--- config.mk ---
export PLATFORM = sky130hd
export DESIGN_NAME = tprs_top
export DESIGN_NICKNAME = d
export VERILOG_FILES = /design/src/logic/tprs_pkg.sv /design/src/logic/tprs_wave_route.sv /design/src/logic/tprs_top.sv
export SDC_FILE = /design/constraint.sdc
export NUM_CORES = 1
export LEC_CHECK = 0
export BUFFER_PORTS_ARGS = -buffer_cell sky130_fd_sc_hd__buf_4
export CORE_UTILIZATION = 53
export CTS_CLUSTER_DIAMETER = 200
export DETAILED_ROUTE_END_ITERATION = 7
export GPL_ROUTABILITY_DRIVEN = 0
export PLACE_DENSITY = 0.87
export REMOVE_ABC_BUFFERS = 1
export SETUP_SLACK_MARGIN = 0.05
export SLEW_MARGIN = 5
export SYNTH_ARGS = -nofsm -noshare
export SYNTH_HDL_FRONTEND = slang
export SYNTH_SLANG_ARGS = --single-unit
--- constraint.sdc ---
create_clock -name i_clk -period 4.1 [get_ports i_clk]
set_input_delay 0 -clock i_clk [delete_from_list [all_inputs] [get_ports i_clk]]
set_output_delay 0 -clock i_clk [all_outputs]
set_load 0.02 [all_outputs]
--- src/logic/tprs_pkg.sv ---
// tprs_pkg: constants for the timer pin route select block
package tprs_pkg;

  localparam int ADDR_W = 8;
  localparam int DATA_W = 32;
  localparam int NUM_WAVE = 12;

  // register map
  localparam logic [ADDR_W-1:0] U0_ROUTE_ADDR = 8'h00;
  localparam logic [ADDR_W-1:0] U1_ROUTE_ADDR = 8'h04;

  // values after reset and writable bits
  localparam logic [DATA_W-1:0] U0_ROUTE_RST  = 32'h0000_0000;
  localparam logic [DATA_W-1:0] U1_ROUTE_RST  = 32'h0000_0000;
  localparam logic [DATA_W-1:0] U0_ROUTE_MASK = 32'h0000_0FFF;
  localparam logic [DATA_W-1:0] U1_ROUTE_MASK = 32'hFFFF_1FFF;

  // unit 1 field positions
  localparam int CAP13_LSB     = 29;
  localparam int CAP12_LSB     = 26;
  localparam int CAP11_LSB     = 23;
  localparam int CAP10_LSB     = 20;
  localparam int CNT_CLK_LSB   = 18;
  localparam int TRIP_IN_LSB   = 16;
  localparam int RSV_LSB       = 13;
  localparam int TRIP_MODE_BIT = 12;
  localparam int WAVE_SEL_W    = 2;
  localparam int CAP_SEL_W     = 3;

  // wave route codes
  localparam logic [1:0] ROUTE_OFF  = 2'h0;
  localparam logic [1:0] ROUTE_OPT0 = 2'h1;
  localparam logic [1:0] ROUTE_OPT1 = 2'h2;

  // capture source codes
  localparam logic [2:0] CAP_PIN0   = 3'h0;
  localparam logic [2:0] CAP_PIN0_B = 3'h1;
  localparam logic [2:0] CAP_PIN1   = 3'h2;
  localparam logic [2:0] CAP_SER_LO = 3'h4;
  localparam logic [2:0] CAP_SER_HI = 3'h5;

  // serial channels whose sync detect feeds captures 13 and 12
  localparam int CAP13_SER_LO = 3;
  localparam int CAP13_SER_HI = 7;
  localparam int CAP12_SER_LO = 2;
  localparam int CAP12_SER_HI = 6;

  // first wave channel index belonging to unit 1
  localparam int U1_WAVE_BASE = 6;

endpackage

--- src/logic/tprs_wave_route.sv ---
// tprs_wave_route: one waveform channel steered onto two pad options
`timescale 1ns/1ps
module tprs_wave_route (
  // selector and source
  input  wire logic [1:0] i_sel,
  input  wire logic       i_data,
  // pad options, enables active low
  output logic            o_pad0,
  output logic            o_pad1,
  output logic            o_pad0_oe_n,
  output logic            o_pad1_oe_n
);
  import tprs_pkg::*;

  wire use0 = (i_sel == ROUTE_OPT0);
  wire use1 = (i_sel == ROUTE_OPT1);

  // prohibited 11 drives nothing, same as 00
  assign o_pad0      = use0 & i_data;
  assign o_pad1      = use1 & i_data;
  assign o_pad0_oe_n = ~use0;
  assign o_pad1_oe_n = ~use1;

endmodule // tprs_wave_route

--- src/logic/tprs_top.sv ---
// tprs_top: route registers, wave pad steering and capture input selection
//
// Design decisions made here: the strobed register port and the address map.
`timescale 1ns/1ps
module tprs_top (
  // clock and reset
  input  wire logic                          i_clk,
  input  wire logic                          i_rst,
  input  wire logic                          i_rst_deep_stby,
  // register port
  input  wire logic [tprs_pkg::ADDR_W-1:0]   i_addr,
  input  wire logic [tprs_pkg::DATA_W-1:0]   i_wdata,
  input  wire logic                          i_wr,
  input  wire logic                          i_rd,
  output logic      [tprs_pkg::DATA_W-1:0]   o_rdata,
  // timer side
  input  wire logic [tprs_pkg::NUM_WAVE-1:0] i_wave,
  input  wire logic                          i_unit1_trip_flag,
  input  wire logic [5:0]                    i_gpio_out,
  input  wire logic [7:0]                    i_serial_sync,
  // capture pins, asynchronous
  input  wire logic [1:0]                    i_cap_pin0,
  input  wire logic [1:0]                    i_cap_pin1,
  // pads
  output logic      [tprs_pkg::NUM_WAVE-1:0] o_pad0,
  output logic      [tprs_pkg::NUM_WAVE-1:0] o_pad1,
  output logic      [tprs_pkg::NUM_WAVE-1:0] o_pad0_oe_n,
  output logic      [tprs_pkg::NUM_WAVE-1:0] o_pad1_oe_n,
  // capture inputs
  output logic                               o_capture13,
  output logic                               o_capture12
);
  import tprs_pkg::*;

  ////////////////////////////////////////////////////////////////////////////
  // registers

  logic [DATA_W-1:0] unit0_timer_pin_route;
  logic [DATA_W-1:0] unit1_timer_pin_route;
  logic [DATA_W-1:0] next_unit0;
  logic [DATA_W-1:0] next_unit1;

  wire u0_hit = (i_addr == U0_ROUTE_ADDR);
  wire u1_hit = (i_addr == U1_ROUTE_ADDR);
  wire u0_wr  = i_wr & u0_hit;
  wire u1_wr  = i_wr & u1_hit;

  // deep standby reset leaves unit 0 alone
  assign next_unit0 = i_rst ? (i_rst_deep_stby ? unit0_timer_pin_route : U0_ROUTE_RST)
                    : u0_wr ? (i_wdata & U0_ROUTE_MASK)
                    : unit0_timer_pin_route;
  // reserved bits masked so they always read back zero
  assign next_unit1 = i_rst ? U1_ROUTE_RST
                    : u1_wr ? (i_wdata & U1_ROUTE_MASK)
                    : unit1_timer_pin_route;

  always_ff @(posedge i_clk) begin
    unit0_timer_pin_route <= next_unit0;
    unit1_timer_pin_route <= next_unit1;
  end

  // read data stands only in the cycle after the strobe
  wire [DATA_W-1:0] rd_mux = u0_hit ? unit0_timer_pin_route
                           : u1_hit ? unit1_timer_pin_route
                           : '0;
  wire [DATA_W-1:0] next_rdata = (i_rd & ~i_rst) ? rd_mux : '0;

  always_ff @(posedge i_clk) begin
    o_rdata <= next_rdata;
  end

  ////////////////////////////////////////////////////////////////////////////
  // wave routing

  // built from next register values so a write shows one cycle later
  wire [2*NUM_WAVE-1:0] next_sel = {next_unit1[11:0], next_unit0[11:0]};
  wire trip_take = unit1_timer_pin_route[TRIP_MODE_BIT] & i_unit1_trip_flag;

  logic [NUM_WAVE-1:0] wave_data;
  logic [NUM_WAVE-1:0] next_pad0;
  logic [NUM_WAVE-1:0] next_pad1;
  logic [NUM_WAVE-1:0] next_oe0_n;
  logic [NUM_WAVE-1:0] next_oe1_n;

  genvar k;
  generate
    for (k = 0; k < NUM_WAVE; k = k + 1) begin : g_wave
      if (k >= U1_WAVE_BASE) begin : g_u1
        // trip hands unit 1 pads to general purpose levels
        assign wave_data[k] = trip_take ? i_gpio_out[k-U1_WAVE_BASE] : i_wave[k];
      end else begin : g_u0
        assign wave_data[k] = i_wave[k];
      end
      // indices 0..5: unit 0 channels 0..5; indices 6..11: unit 1 channels 10..15
      tprs_wave_route u_route (
        .i_sel       (next_sel[2*k +: WAVE_SEL_W]),
        .i_data      (wave_data[k]),
        .o_pad0      (next_pad0[k]),
        .o_pad1      (next_pad1[k]),
        .o_pad0_oe_n (next_oe0_n[k]),
        .o_pad1_oe_n (next_oe1_n[k])
      );
    end
  endgenerate

  always_ff @(posedge i_clk) begin
    if (i_rst) begin
      o_pad0      <= '0;
      o_pad1      <= '0;
      o_pad0_oe_n <= '1;
      o_pad1_oe_n <= '1;
    end else begin
      o_pad0      <= next_pad0;
      o_pad1      <= next_pad1;
      o_pad0_oe_n <= next_oe0_n;
      o_pad1_oe_n <= next_oe1_n;
    end
  end

  ////////////////////////////////////////////////////////////////////////////
  // capture input selection

  logic [3:0] cap_s1;
  logic [3:0] cap_s2;

  always_ff @(posedge i_clk) begin
    cap_s1 <= {i_cap_pin1, i_cap_pin0};
    cap_s2 <= cap_s1;
  end

  wire [2:0] sel13 = next_unit1[CAP13_LSB +: CAP_SEL_W];
  wire [2:0] sel12 = next_unit1[CAP12_LSB +: CAP_SEL_W];

  // prohibited codes feed a quiet low level
  wire next_cap13 = (sel13 == CAP_PIN0 || sel13 == CAP_PIN0_B) ? cap_s2[1]
                  : (sel13 == CAP_PIN1)   ? cap_s2[3]
                  : (sel13 == CAP_SER_LO) ? i_serial_sync[CAP13_SER_LO]
                  : (sel13 == CAP_SER_HI) ? i_serial_sync[CAP13_SER_HI]
                  : 1'b0;
  wire next_cap12 = (sel12 == CAP_PIN0 || sel12 == CAP_PIN0_B) ? cap_s2[0]
                  : (sel12 == CAP_PIN1)   ? cap_s2[2]
                  : (sel12 == CAP_SER_LO) ? i_serial_sync[CAP12_SER_LO]
                  : (sel12 == CAP_SER_HI) ? i_serial_sync[CAP12_SER_HI]
                  : 1'b0;

  always_ff @(posedge i_clk) begin
    if (i_rst) begin
      o_capture13 <= 1'b0;
      o_capture12 <= 1'b0;
    end else begin
      o_capture13 <= next_cap13;
      o_capture12 <= next_cap12;
    end
  end

  ////////////////////////////////////////////////////////////////////////////
  // checks

  AST_RESET_OFF: assert property (@(posedge i_clk)
    ($past(i_rst) && !$past(i_rst_deep_stby)) |-> (unit0_timer_pin_route[11:0] == 12'h000))
    else $error("wave selectors not cleared by reset");

  AST_DEEP_KEEP: assert property (@(posedge i_clk)
    ($past(i_rst) && $past(i_rst_deep_stby)) |-> (unit0_timer_pin_route == $past(unit0_timer_pin_route)))
    else $error("unit 0 route lost in deep standby reset");

  AST_CAP_RESET: assert property (@(posedge i_clk)
    $past(i_rst) |-> (unit1_timer_pin_route[31:26] == 6'h00))
    else $error("capture selectors not zero after reset");

  AST_READBACK: assert property (@(posedge i_clk) disable iff (i_rst)
    (u0_wr && !i_rd) ##1 (i_rd && u0_hit && !i_wr && !i_rst)
      |=> (o_rdata == ($past(i_wdata, 2) & U0_ROUTE_MASK)))
    else $error("unit 0 read back differs from write");

  AST_RSV_ZERO: assert property (@(posedge i_clk) disable iff (i_rst)
    $past(i_rd && u1_hit) |-> (o_rdata[15:13] == 3'h0))
    else $error("reserved bits read non-zero");

  AST_CH1_OPT0: assert property (@(posedge i_clk) disable iff (i_rst)
    (!$past(i_rst) && unit0_timer_pin_route[3:2] == 2'h1)
      |-> (!o_pad0_oe_n[1] && o_pad1_oe_n[1] && o_pad0[1] == $past(i_wave[1])))
    else $error("channel 1 not on pad option 0");

  AST_CH3_OPT1: assert property (@(posedge i_clk) disable iff (i_rst)
    (!$past(i_rst) && unit0_timer_pin_route[7:6] == 2'h2)
      |-> (o_pad0_oe_n[3] && !o_pad1_oe_n[3] && o_pad1[3] == $past(i_wave[3])))
    else $error("channel 3 not on pad option 1");

  AST_CH5_PROHIB: assert property (@(posedge i_clk) disable iff (i_rst)
    (unit0_timer_pin_route[11:10] == 2'h3) |-> (o_pad0_oe_n[5] && o_pad1_oe_n[5]))
    else $error("channel 5 driven on prohibited code");

  AST_CH0_LATENCY: assert property (@(posedge i_clk) disable iff (i_rst)
    (u0_wr && i_wdata[1:0] == 2'h1) |=> (!o_pad0_oe_n[0] && o_pad1_oe_n[0]))
    else $error("channel 0 route not active one cycle after write");

  AST_CAP13_SER: assert property (@(posedge i_clk) disable iff (i_rst)
    (!$past(i_rst) && unit1_timer_pin_route[31:29] == 3'h4)
      |-> (o_capture13 == $past(i_serial_sync[3])))
    else $error("capture 13 not fed from serial channel 3");

  AST_CAP12_PIN1: assert property (@(posedge i_clk) disable iff (i_rst)
    (!$past(i_rst) && unit1_timer_pin_route[28:26] == 3'h2)
      |-> (o_capture12 == $past(cap_s2[2])))
    else $error("capture 12 not fed from pin option 1");

  AST_TRIP_GPIO: assert property (@(posedge i_clk) disable iff (i_rst)
    (!$past(i_rst) && unit1_timer_pin_route[1:0] == 2'h1
      && $past(unit1_timer_pin_route[TRIP_MODE_BIT]) && $past(i_unit1_trip_flag))
      |-> (o_pad0[6] == $past(i_gpio_out[0])))
    else $error("trip did not hand channel 10 to general purpose");

  AST_TRIP_OFF: assert property (@(posedge i_clk) disable iff (i_rst)
    (!$past(i_rst) && unit1_timer_pin_route[3:2] == 2'h1
      && !$past(unit1_timer_pin_route[TRIP_MODE_BIT]))
      |-> (o_pad0[7] == $past(i_wave[7])))
    else $error("channel 11 left its wave while trip mode is off");

  AST_CH0_OPT1: assert property (@(posedge i_clk) disable iff (i_rst)
    (!$past(i_rst) && unit0_timer_pin_route[1:0] == 2'h2)
      |-> (o_pad0_oe_n[0] && !o_pad1_oe_n[0] && o_pad1[0] == $past(i_wave[0])))
    else $error("channel 0 not on pad option 1");

  // an unrouted channel must leave both pads quiet, not only undriven
  AST_CH2_OFF: assert property (@(posedge i_clk) disable iff (i_rst)
    (unit0_timer_pin_route[5:4] == 2'h0)
      |-> (o_pad0_oe_n[2] && o_pad1_oe_n[2] && !o_pad0[2] && !o_pad1[2]))
    else $error("channel 2 driven while routed off");

  AST_CH2_OPT0: assert property (@(posedge i_clk) disable iff (i_rst)
    (!$past(i_rst) && unit0_timer_pin_route[5:4] == 2'h1)
      |-> (!o_pad0_oe_n[2] && o_pad1_oe_n[2] && o_pad0[2] == $past(i_wave[2])))
    else $error("channel 2 not on pad option 0");

  AST_CH4_OPT0: assert property (@(posedge i_clk) disable iff (i_rst)
    (!$past(i_rst) && unit0_timer_pin_route[9:8] == 2'h1)
      |-> (!o_pad0_oe_n[4] && o_pad1_oe_n[4] && o_pad0[4] == $past(i_wave[4])))
    else $error("channel 4 not on pad option 0");

  AST_CH4_PROHIB: assert property (@(posedge i_clk) disable iff (i_rst)
    (unit0_timer_pin_route[9:8] == 2'h3)
      |-> (o_pad0_oe_n[4] && o_pad1_oe_n[4]))
    else $error("channel 4 driven on prohibited code");

  AST_CH5_OPT1: assert property (@(posedge i_clk) disable iff (i_rst)
    (!$past(i_rst) && unit0_timer_pin_route[11:10] == 2'h2)
      |-> (o_pad0_oe_n[5] && !o_pad1_oe_n[5] && o_pad1[5] == $past(i_wave[5])))
    else $error("channel 5 not on pad option 1");

  // unit 1 enables follow the selector whether or not the trip is active
  AST_U1_CH15_OPT0: assert property (@(posedge i_clk) disable iff (i_rst)
    (unit1_timer_pin_route[11:10] == 2'h1)
      |-> (!o_pad0_oe_n[11] && o_pad1_oe_n[11]))
    else $error("channel 15 not enabled on pad option 0");

  AST_U1_CH10_OPT1: assert property (@(posedge i_clk) disable iff (i_rst)
    (unit1_timer_pin_route[1:0] == 2'h2)
      |-> (o_pad0_oe_n[6] && !o_pad1_oe_n[6]))
    else $error("channel 10 not enabled on pad option 1");

  AST_U1_PROHIB: assert property (@(posedge i_clk) disable iff (i_rst)
    (unit1_timer_pin_route[5:4] == 2'h3)
      |-> (o_pad0_oe_n[8] && o_pad1_oe_n[8]))
    else $error("channel 12 driven on prohibited code");

  AST_PAD_RESET: assert property (@(posedge i_clk)
    $past(i_rst)
      |-> ((&o_pad0_oe_n) && (&o_pad1_oe_n) && o_pad0 == '0 && o_pad1 == '0))
    else $error("pads driven during reset");

  // read data must not linger past its one cycle
  AST_RD_IDLE: assert property (@(posedge i_clk) disable iff (i_rst)
    !$past(i_rd)
      |-> (o_rdata == '0))
    else $error("read data present without a read");

  AST_RD_UNIT1: assert property (@(posedge i_clk) disable iff (i_rst)
    $past(i_rd && u1_hit && !i_rst)
      |-> (o_rdata == $past(unit1_timer_pin_route)))
    else $error("unit 1 read differs from stored value");

  AST_RD_UNMAPPED: assert property (@(posedge i_clk) disable iff (i_rst)
    $past(i_rd && !u0_hit && !u1_hit)
      |-> (o_rdata == '0))
    else $error("unmapped read returned non-zero");

  AST_CAP13_PIN0: assert property (@(posedge i_clk) disable iff (i_rst)
    (!$past(i_rst) && unit1_timer_pin_route[31:30] == 2'h0)
      |-> (o_capture13 == $past(cap_s2[1])))
    else $error("capture 13 not fed from pin option 0");

  AST_CAP13_PIN1: assert property (@(posedge i_clk) disable iff (i_rst)
    (!$past(i_rst) && unit1_timer_pin_route[31:29] == 3'h2)
      |-> (o_capture13 == $past(cap_s2[3])))
    else $error("capture 13 not fed from pin option 1");

  // prohibited codes must never leak a live source into the capture
  AST_CAP13_PROHIB: assert property (@(posedge i_clk) disable iff (i_rst)
    (!$past(i_rst) && (unit1_timer_pin_route[31:29] == 3'h3
      || unit1_timer_pin_route[31:29] > 3'h5))
      |-> !o_capture13)
    else $error("capture 13 active on prohibited code");

  AST_CAP12_SER_HI: assert property (@(posedge i_clk) disable iff (i_rst)
    (!$past(i_rst) && unit1_timer_pin_route[28:26] == 3'h5)
      |-> (o_capture12 == $past(i_serial_sync[6])))
    else $error("capture 12 not fed from serial channel 6");

  AST_CAP12_PROHIB: assert property (@(posedge i_clk) disable iff (i_rst)
    (!$past(i_rst) && (unit1_timer_pin_route[28:26] == 3'h3
      || unit1_timer_pin_route[28:26] > 3'h5))
      |-> !o_capture12)
    else $error("capture 12 active on prohibited code");

  AST_CAP_LATENCY: assert property (@(posedge i_clk) disable iff (i_rst)
    (u1_wr && i_wdata[CAP12_LSB +: CAP_SEL_W] == CAP_SER_LO)
      |=> (o_capture12 == $past(i_serial_sync[CAP12_SER_LO])))
    else $error("capture 12 source not switched one cycle after write");

endmodule // tprs_top

==> results of run 1 <==
[final cells by class]
class / instances / share of cell area
clock buffers: 20 / 0.0652
clock inverters: 10 / 0.00952
multi-input cells: 275 / 0.251
repair buffers: 227 / 0.278
inverters: 5 / 0.00275
flip-flops and latches: 128 / 0.375
well taps: 102 / 0.0187
[placed cells by master, fill, tap and decap left out, drive strengths merged, types with 5 or more instances in the layout]
cell type    Yosys  final
a21oi           24     24
a22o             5      5
a22oi           16     16
and2            18     18
and4             5      5
buf             12    148
clkbuf          15     20
clkinv           0      6
dfxtp          128    128
dlygate4sd3      0     79
inv              5      6
mux2i           21     21
nand2           59     59
nand2b           9      9
nor2            30     30
nor3b           30     30
nor4b            7      7
o21ai           17     17
[cells by family after synthesis]
group	count (synthesis)	share of synthesized area
other cells	1	0.000848
mux	23	0.0526
simple gates	177	0.223
compound gates	72	0.107
buf+inv	32	0.0371
flops	128	0.580
[cell usage after synthesis, types with 2 or more instances]
cell type    n
nor2_1      30
mux2_2       2
o21ai_0     16
a211o_1      4
o211ai_1     3
or3_1        4
nand2b_1     9
inv_1        5
nor3_1       2
and4_1       5
mux2i_1     21
buf_2        5
nand3_1      4
dfxtp_1    128
a22oi_1     14
a21oi_1     24
buf_4        4
a22o_2       4
nor3b_1     29
a22oi_2      2
buf_6        3
nor4b_1      7
clkbuf_1    15
nand2_1     59
and2_1      18
[routing by layer]
layer  vias up  part of all wire  GRT usage
met1      2023              0.38      0.328
met2       203              0.53      0.592
met3        38             0.056     0.0675
met5         -                 0          0
li1       1933                 -          -
met4         0             0.028      0.158
[metrics by stage]
stage,hold WS (ns),setup slack [ns],cell area (um^2)
3_3_place_gp,0.105,1.72,5530
2_1_floorplan,0.0277,2.02,4280
5_1_grt,0.100,0.292,6830
3_5_place_dp,0.106,1.61,5530
6_report,0.0933,0.511,6830
4_1_cts,0.0742,0.742,6830
[worst max-delay path, delay by kind of cell]
| kind | cells | cell delay (ns) |
|---|---|---|
| AND/OR/NAND/NOR | 2 | 1.24 |
| buffers and inverters | 4 | 1.87 |
| multiplexers | 2 | 0.53 |
| AO/OA/AOI/OAI | 1 | 0.35 |
[what timing repair did]
| action | in CTS | in global routing |
|---|---|---|
| hold buffers | 79 | 0 |
| resized for setup | 0 | 0 |
| hold endpoints to repair | 94 | 0 |
[worst max-delay path by stage]
stage | start | endpoint | slack [ns]
2_1_floorplan | i_addr[7] | o_capture13 | 2.02
3_5_place_dp | i_addr[7] | o_capture12 | 1.61
4_1_cts | i_addr[2] | o_capture13 | 0.74
6_report | i_addr[2] | o_capture13 | 0.51
5_1_grt | i_addr[2] | o_capture13 | 0.29
3_3_place_gp | i_addr[7] | o_capture12 | 1.72
[power by group]
group	internal (W)	switching (W)
logic	0.0000922	0.0000653
registers	0.00125	0.00000262
clock network	0.000763	0.000523
total	0.00211	0.000591
[flip-flops by register name (all words and copies together), names as in the netlist]
register,cells
o_pad0,12
unit0_timer_pin_route,12
o_capture12,1
unit1_timer_pin_route,29
o_rdata,29
o_capture13,1
cap_s1,4
o_pad1_oe_n,12
o_pad0_oe_n,12
o_pad1,12
cap_s2,4
==> impl_metrics.yaml, run 1 <==
outcome:
  status: "completed"
clock_tree:
  cts_inserted_buffers: 17
  cts_tree: "built"
  cts_setup_buffers: 0
  h-tree-depth: 4
  cts_root_buf: "clkbuf_8"
  clkLatencyLatePin_ns: 0.50
  path_clk_slew_ns: 0.05
  cts.sinks: 128
  clock_path_buffers: 2
sta:
  setup_tns_ns: 0
  relSlewSlack: 0.330
  setup_viol: 0
  post-route-period-util: 0.875
  finClkSkew_ns: 0.00661
  hold_viol_final: 0
  slew_viol_final: 0
  post-route-min-period_ns: 3.59
  worstMarginPinSlew_ns: 1.00
  fmax_ghz: 0.279
  grt_setup_unrepaired: "false"
pwr:
  p_per_area_nw_per_um2: 395
  irDropWorstVdd_uv: 324
  power_w: 0.00270
  p_leak_nw: 2.89
synth:
  seq_area_frac_synth: 0.580
  synthTopCellsByArea: "dfxtp_1 (58%), nand2_1 (5.0%), nor3b_1 (4.9%)"
  syn_area_um2: 4420
  synth-warning-count: 0
  synth_cell_types: 41
  synth_edf_count: 0
  ys.flop_type: "dfxtp_1"
  synth_seq_cells: 128
  synthCells: 433
  yosysTopAreaCell: "dfxtp_1"
  synth.top_cell.area_share: 0.580
  syn_avg_cell_area_um2: 10.2
  async_flop_share: 0
critical_path:
  r2r_slack_ns: 1.76
  cp-end-kind: "flop"
  crit_required_ns: 4.53
  path_class: "input pin to flop"
  reg2reg_depth: 5
  cp_slowest_cell: "and3_2"
  cp-start-kind: "input pin"
  reg2reg_to: "o_capture13"
  cp_cell_sequence: "dlygate4sd3_1, buf_4, nor4b_1, and3_2, mux2i_1, mux2i_1, dlygate4sd3_1, a221oi_1, dlygate4sd3_1"
  cp_common_cell: "dlygate4sd3_1"
  cp.arrival_ns: 4.02
  slowest_delay_ns: 0.86
  critPathMaxFanout: 42
  r2r-start: "unit1_timer_pin_route[29]"
worst_hold_path:
  whs_path_depth: 5
  worstHoldStart: "i_addr[4]"
  min_to: "o_pad1_oe_n[1]"
  hp-class: "input pin to flop"
die:
  boundaryPins: 158
  coreArea_um2: 7890
  dieArea_um2: 8710
  start_util: 0.560
  die_w_um: 93.3
  core.rowCount: 32
  die_h_um: 93.3
final_layout:
  register_area_um2: 2560
  nets: 730
  utilization: 0.866
  layoutNonFillerInstCount: 767
  multi_input_area_um2: 1710
  antennaDiodeCount: 0
  final_layout_size_suffix_gt1_frac: 0.290
  nFillCells: 388
  area_growth_pct: 54.6
placement:
  place_inst: 658
  dp.final_hpwl_mm: 7.22
  io_buffers: 147
route:
  firstDrtPassIters: 6
  drc: 0
  drt_iter0_drc: 213
  detail-route-antenna-nets: 0
  wire_per_inst_um: 17.7
  vias: 4197
  via_per_inst: 5.47
  wl_mm: 13.5
job:
  maxCapViolCount: 0
global_routing:
  grt_antenna_before_repair: 0
  grt_overflow: 0
  grt_pass1_wl_mm: 20.9
  grt_usage: 0.315
  grt_max_degree: 55
  first_global_vias: 4348
Power figures use the tool's default switching activity.
==> run 2, diff against run 1 <==
--- a/config.mk
+++ b/config.mk
@@ -6,11 +6,13 @@
 export NUM_CORES = 1
 export LEC_CHECK = 0
 export BUFFER_PORTS_ARGS = -buffer_cell sky130_fd_sc_hd__buf_4
+export CAP_MARGIN = 10
 export CORE_UTILIZATION = 53
 export CTS_CLUSTER_DIAMETER = 200
 export DETAILED_ROUTE_END_ITERATION = 7
 export GPL_ROUTABILITY_DRIVEN = 0
 export PLACE_DENSITY = 0.87
+export RECOVER_POWER = 100
 export REMOVE_ABC_BUFFERS = 1
 export SETUP_SLACK_MARGIN = 0.05
 export SLEW_MARGIN = 5
==> impl_metrics.yaml, run 2 (synthesized netlist as in run 1, its figures left out) <==
die:
  core.rowCount: 32
  coreArea_um2: 7890
  start_util: 0.560
  die_h_um: 93.3
  boundaryPins: 158
  die_w_um: 93.3
  dieArea_um2: 8710
sta:
  setup_viol: 0
  post-route-min-period_ns: 3.70
  worstMarginPinSlew_ns: 1.77
  slew_viol_final: 54
  final.hold.worst_slack_ns: 0.142
  fmax_ghz: 0.270
  grt_setup_unrepaired: "false"
  post-route-period-util: 0.903
  setup_tns_ns: 0
  finClkSkew_ns: 0.00662
  relSlewSlack: -0.183
  hold_viol_final: 0
global_routing:
  grt_pass1_wl_mm: 20.9
  grt_usage: 0.315
  first_global_vias: 4348
  grt_antenna_before_repair: 0
  grt_max_degree: 55
  grt_overflow: 0
final_layout:
  final_common_cell: "dfxtp_1"
  multi_input_area_um2: 1680
  nFillCells: 508
  final_cell_mix: "dfxtp_1 (128), clkbuf_1 (82), dlygate4sd3_1 (79)"
  register_area_um2: 2560
  utilization: 0.823
  area_growth_pct: 46.8
  reg_top3: "o_rdata: 29 flops, unit1_timer_pin_route: 29 flops"
  antennaDiodeCount: 0
  nets: 730
  final_layout_size_suffix_gt1_frac: 0.159
  postLayoutCellArea_um2: 6490
pwr:
  irDropWorstVdd_uv: 326
  power_w: 0.00269
  p_per_area_nw_per_um2: 415
  p_leak_nw: 2.56
worst_hold_path:
  hp-class: "input pin to flop"
clock_tree:
  cts.sinks: 128
  cts_inserted_buffers: 17
  clock_path_buffers: 2
  clkLatencyLatePin_ns: 0.50
  cts_tree: "built"
  h-tree-depth: 4
  cts_root_buf: "clkbuf_8"
  path_clk_slew_ns: 0.06
outcome:
  status: "finished, violations left"
  violations: "capacitance limit, slew limit"
route:
  wl_mm: 13.6
  wire_per_inst_um: 17.7
  drc: 0
  vias: 4219
  drt_iter0_drc: 215
  firstDrtPassIters: 5
  via_per_inst: 5.50
  detail-route-antenna-nets: 0
critical_path:
  cp_cell_sequence: "dlygate4sd3_1, buf_4, nor4b_1, nand3_1, nor4b_1, o21ai_0, a221oi_1, dlygate4sd3_1"
  cp-start-kind: "input pin"
  crit_required_ns: 4.54
  cp.arrival_ns: 4.14
  path_class: "input pin to flop"
  cp_num_buf_inv: 3
  cp_slowest_cell: "nand3_1"
  cp-end-kind: "flop"
  crit_family: "simple AND/OR/NAND/NOR gates"
  critPathMaxFanout: 39
  slowest_delay_ns: 1.28
placement:
  io_buffers: 147
  placed_area_um2: 5530
  dp.final_hpwl_mm: 7.22
job:
  maxCapViolCount: 2
run 2: report_power, final:
part	internal (W)	switching (W)	total, W
sequential	0.00125	0.00000255	0.00125
clock	0.000763	0.000524	0.00129
combinational	0.0000893	0.0000638	0.000153
run 2: final timing paths:
path,startpoint,end,slack (ns),cells after the start
hold / removal,i_rd,o_rdata[2],0.14,3
setup / recovery,i_addr[2],o_capture13,0.40,8
setup reg to reg,unit1_timer_pin_route[29],o_capture13,1.76,5
hold reg to reg,cap_s1[0],cap_s2[0],0.33,0
run 2: per-stage QoR:
step	std cells	worst slack, ns
after detailed placement	658	1.61
final	767	0.397
after global routing	767	0.183
after floorplan	408	2.02
after global placement	658	1.72
after CTS	767	0.742
run 2: timing repair:
action / CTS / global route
buffers inserted: 0 / 0
hold buffers: 79 / 0
resized for setup: 0 / 0
setup endpoints to repair: 0 / 0
hold endpoints to repair: 94 / 0
run 2: area by class of cell:
| type | count | area share |
|---|---|---|
| multi-input combinational | 275 | 0.258 |
| inverter | 5 | 0.00289 |
| sequential | 128 | 0.395 |
| clock inverter | 10 | 0.0100 |
| tap | 102 | 0.0197 |
| clock buffer | 20 | 0.0686 |
| timing repair buffer | 227 | 0.246 |
run 2: routing by layer:
metal  up-vias  GRT usage  wire [um]
met2       232      0.592       7140
li1       1931          -          -
met1      2008      0.328       5090
met4         0      0.158        461
met3        48     0.0675        870
met5         -          0          0
run 2: worst min-delay path, cell delays in order:
cell and delay [ns]:
buf_4 0.07, nand2_1 0.34, nor2_1 0.19
==> run 3, diff against run 2 <==
--- a/config.mk
+++ b/config.mk
@@ -7,11 +7,14 @@
 export LEC_CHECK = 0
 export BUFFER_PORTS_ARGS = -buffer_cell sky130_fd_sc_hd__buf_4
 export CAP_MARGIN = 10
-export CORE_UTILIZATION = 53
+export CELL_PAD_IN_SITES_DETAIL_PLACEMENT = 0
+export CELL_PAD_IN_SITES_GLOBAL_PLACEMENT = 1
+export CORE_MARGIN = 2
+export CORE_UTILIZATION = 39
 export CTS_CLUSTER_DIAMETER = 200
 export DETAILED_ROUTE_END_ITERATION = 7
 export GPL_ROUTABILITY_DRIVEN = 0
-export PLACE_DENSITY = 0.87
+export PLACE_DENSITY = 0.86
 export RECOVER_POWER = 100
 export REMOVE_ABC_BUFFERS = 1
 export SETUP_SLACK_MARGIN = 0.05
==> impl_metrics.yaml, run 3 (synthesized netlist as in run 1, its figures left out) <==
sta:
  setup_tns_ns: 0
  finClkSkew_ns: 0.00534
  slew_viol_final: 40
  post-route-period-util: 0.807
  post-route-min-period_ns: 3.31
  grt_setup_unrepaired: "false"
  setup_viol: 0
  worstMarginPinSlew_ns: 1.93
  hold_viol_final: 0
  timing.final.ws_setup_ns: 0.790
  relSlewSlack: -0.288
  fmax_ghz: 0.302
critical_path:
  path_class: "input pin to flop"
  cp-start-kind: "input pin"
  cp.arrival_ns: 3.66
  crit_required_ns: 4.45
  critPathMaxFanout: 42
  cp-end-kind: "flop"
final_layout:
  area_growth_pct: 48.5
  antennaDiodeCount: 0
  final_cell_mix: "dfxtp_1 (128), clkbuf_1 (87), buf_4 (62)"
  postLayoutCellArea_um2: 6560
  layoutNonFillerInstCount: 792
  reg_top3: "o_rdata: 29 flops, unit1_timer_pin_route: 29 flops"
  final_layout_size_suffix_gt1_frac: 0.166
  nets: 715
  nFillCells: 973
  final_common_cell: "dfxtp_1"
pwr:
  p_clk_frac: 0.552
  internal_power_w: 0.00254
  pwr-share-comb: 0.047
  switchingPower_w: 0.000587
  irDropWorstVdd_uv: 290
  p_sw_frac: 0.187
  sequentialPowerShare: 0.400
  p_leak_nw: 2.53
  p_per_area_nw_per_um2: 477
  power_w: 0.00313
clock_tree:
  h-tree-depth: 4
  cts_inserted_buffers: 17
  clock_path_buffers: 2
  cts_resized: 0
  path_clk_slew_ns: 0.06
  clkLatencyLatePin_ns: 0.41
  cts_root_buf: "clkbuf_16"
  cts_tree: "built"
  cts_setup_buffers: 0
  cts.sinks: 128
route:
  drc: 0
  detail-route-antenna-nets: 0
  via_per_inst: 4.93
  drt_iter0_drc: 144
  wl_mm: 12.1
  wire_per_inst_um: 15.3
  firstDrtPassIters: 4
  vias: 3901
placement:
  dp.final_hpwl_mm: 7.68
  place_inst: 700
  placed_area_um2: 5610
  io_buffers: 147
  dpl_worst_slack_ns: 1.65
global_routing:
  grt_pass1_wl_mm: 19.4
  grt_max_degree: 55
  grt_usage: 0.201
  grt_overflow: 0
  grt_antenna_before_repair: 0
  first_global_vias: 3895
die:
  die_w_um: 110
  die_h_um: 110
  core.rowCount: 38
  coreArea_um2: 10900
  start_util: 0.404
  dieArea_um2: 12200
  boundaryPins: 158
job:
  maxCapViolCount: 1
outcome:
  violations: "capacitance limit, slew limit"
  status: "finished, violations left"
worst_hold_path:
  hp-class: "input pin to flop"
-- run 3: power by group through the flow --
stage / Sequential [W] / Clock [W] / Combinational, W
after global routing: 0.00125 / 0.00182 / 0.000159
after global placement: 0.00128 / 0 / 0.000105
after CTS: 0.00125 / 0.00176 / 0.000150
final: 0.00125 / 0.00173 / 0.000148
after detailed placement: 0.00128 / 0 / 0.000106
after floorplan: 0.00128 / 0 / 0.0000225
-- run 3: metrics by stage --
| stage | utilization | hold WS [ns] |
|---|---|---|
| 6_report | 0.600 | 0.0795 |
| 2_1_floorplan | - | 0.0277 |
| 3_3_place_gp | 0.513 | 0.106 |
| 5_1_grt | 0.600 | 0.0850 |
| 4_1_cts | 0.631 | 0.0416 |
| 3_5_place_dp | 0.513 | 0.106 |
-- run 3: final timing paths --
path,cells after the start,slack (ns),startpoint,end
worst max-delay path,8,0.79,i_addr[2],o_capture13
worst min-delay path,2,0.08,i_rst,unit1_timer_pin_route[26]
worst max register to register,5,1.86,unit1_timer_pin_route[29],o_capture13
worst min register to register,0,0.33,cap_s1[0],cap_s2[0]
-- run 3: critical path: stages --
cell and delay (ns):
clkbuf_1 0.32, nor4b_1 0.45, and3_2 0.87, mux2i_1 0.34, mux2i_1 0.12, dlygate4sd3_1 0.59
a221oi_1 0.33, dlygate4sd3_1 0.61
-- run 3: final cells by class --
class | instances | area [um^2] | area share
sequential | 128 | 2560 | 0.390
multi-input combinational | 275 | 1690 | 0.258
timing repair buffer | 212 | 1420 | 0.217
clock buffer | 23 | 488 | 0.0744
clock inverter | 9 | 201 | 0.0307
tap | 140 | 175 | 0.0267
inverter | 5 | 18.8 | 0.00286
-- run 3: metal layers --
| metal | vias to the layer above | track usage | wire, um |
|---|---|---|---|
| met5 | - | 0 | 0 |
| met4 | 0 | 0.0808 | 221 |
| met3 | 16 | 0.0604 | 675 |
| met2 | 122 | 0.344 | 6060 |
| met1 | 1852 | 0.236 | 5170 |
| li1 | 1911 | - | - |
-- run 3: repair_timing --
| item | 4_1_cts | 5_1_grt |
|---|---|---|
| endpoints found under the setup margin | 0 | 0 |
| hold buffers | 60 | 0 |
| hold endpoints to repair | 84 | 0 |
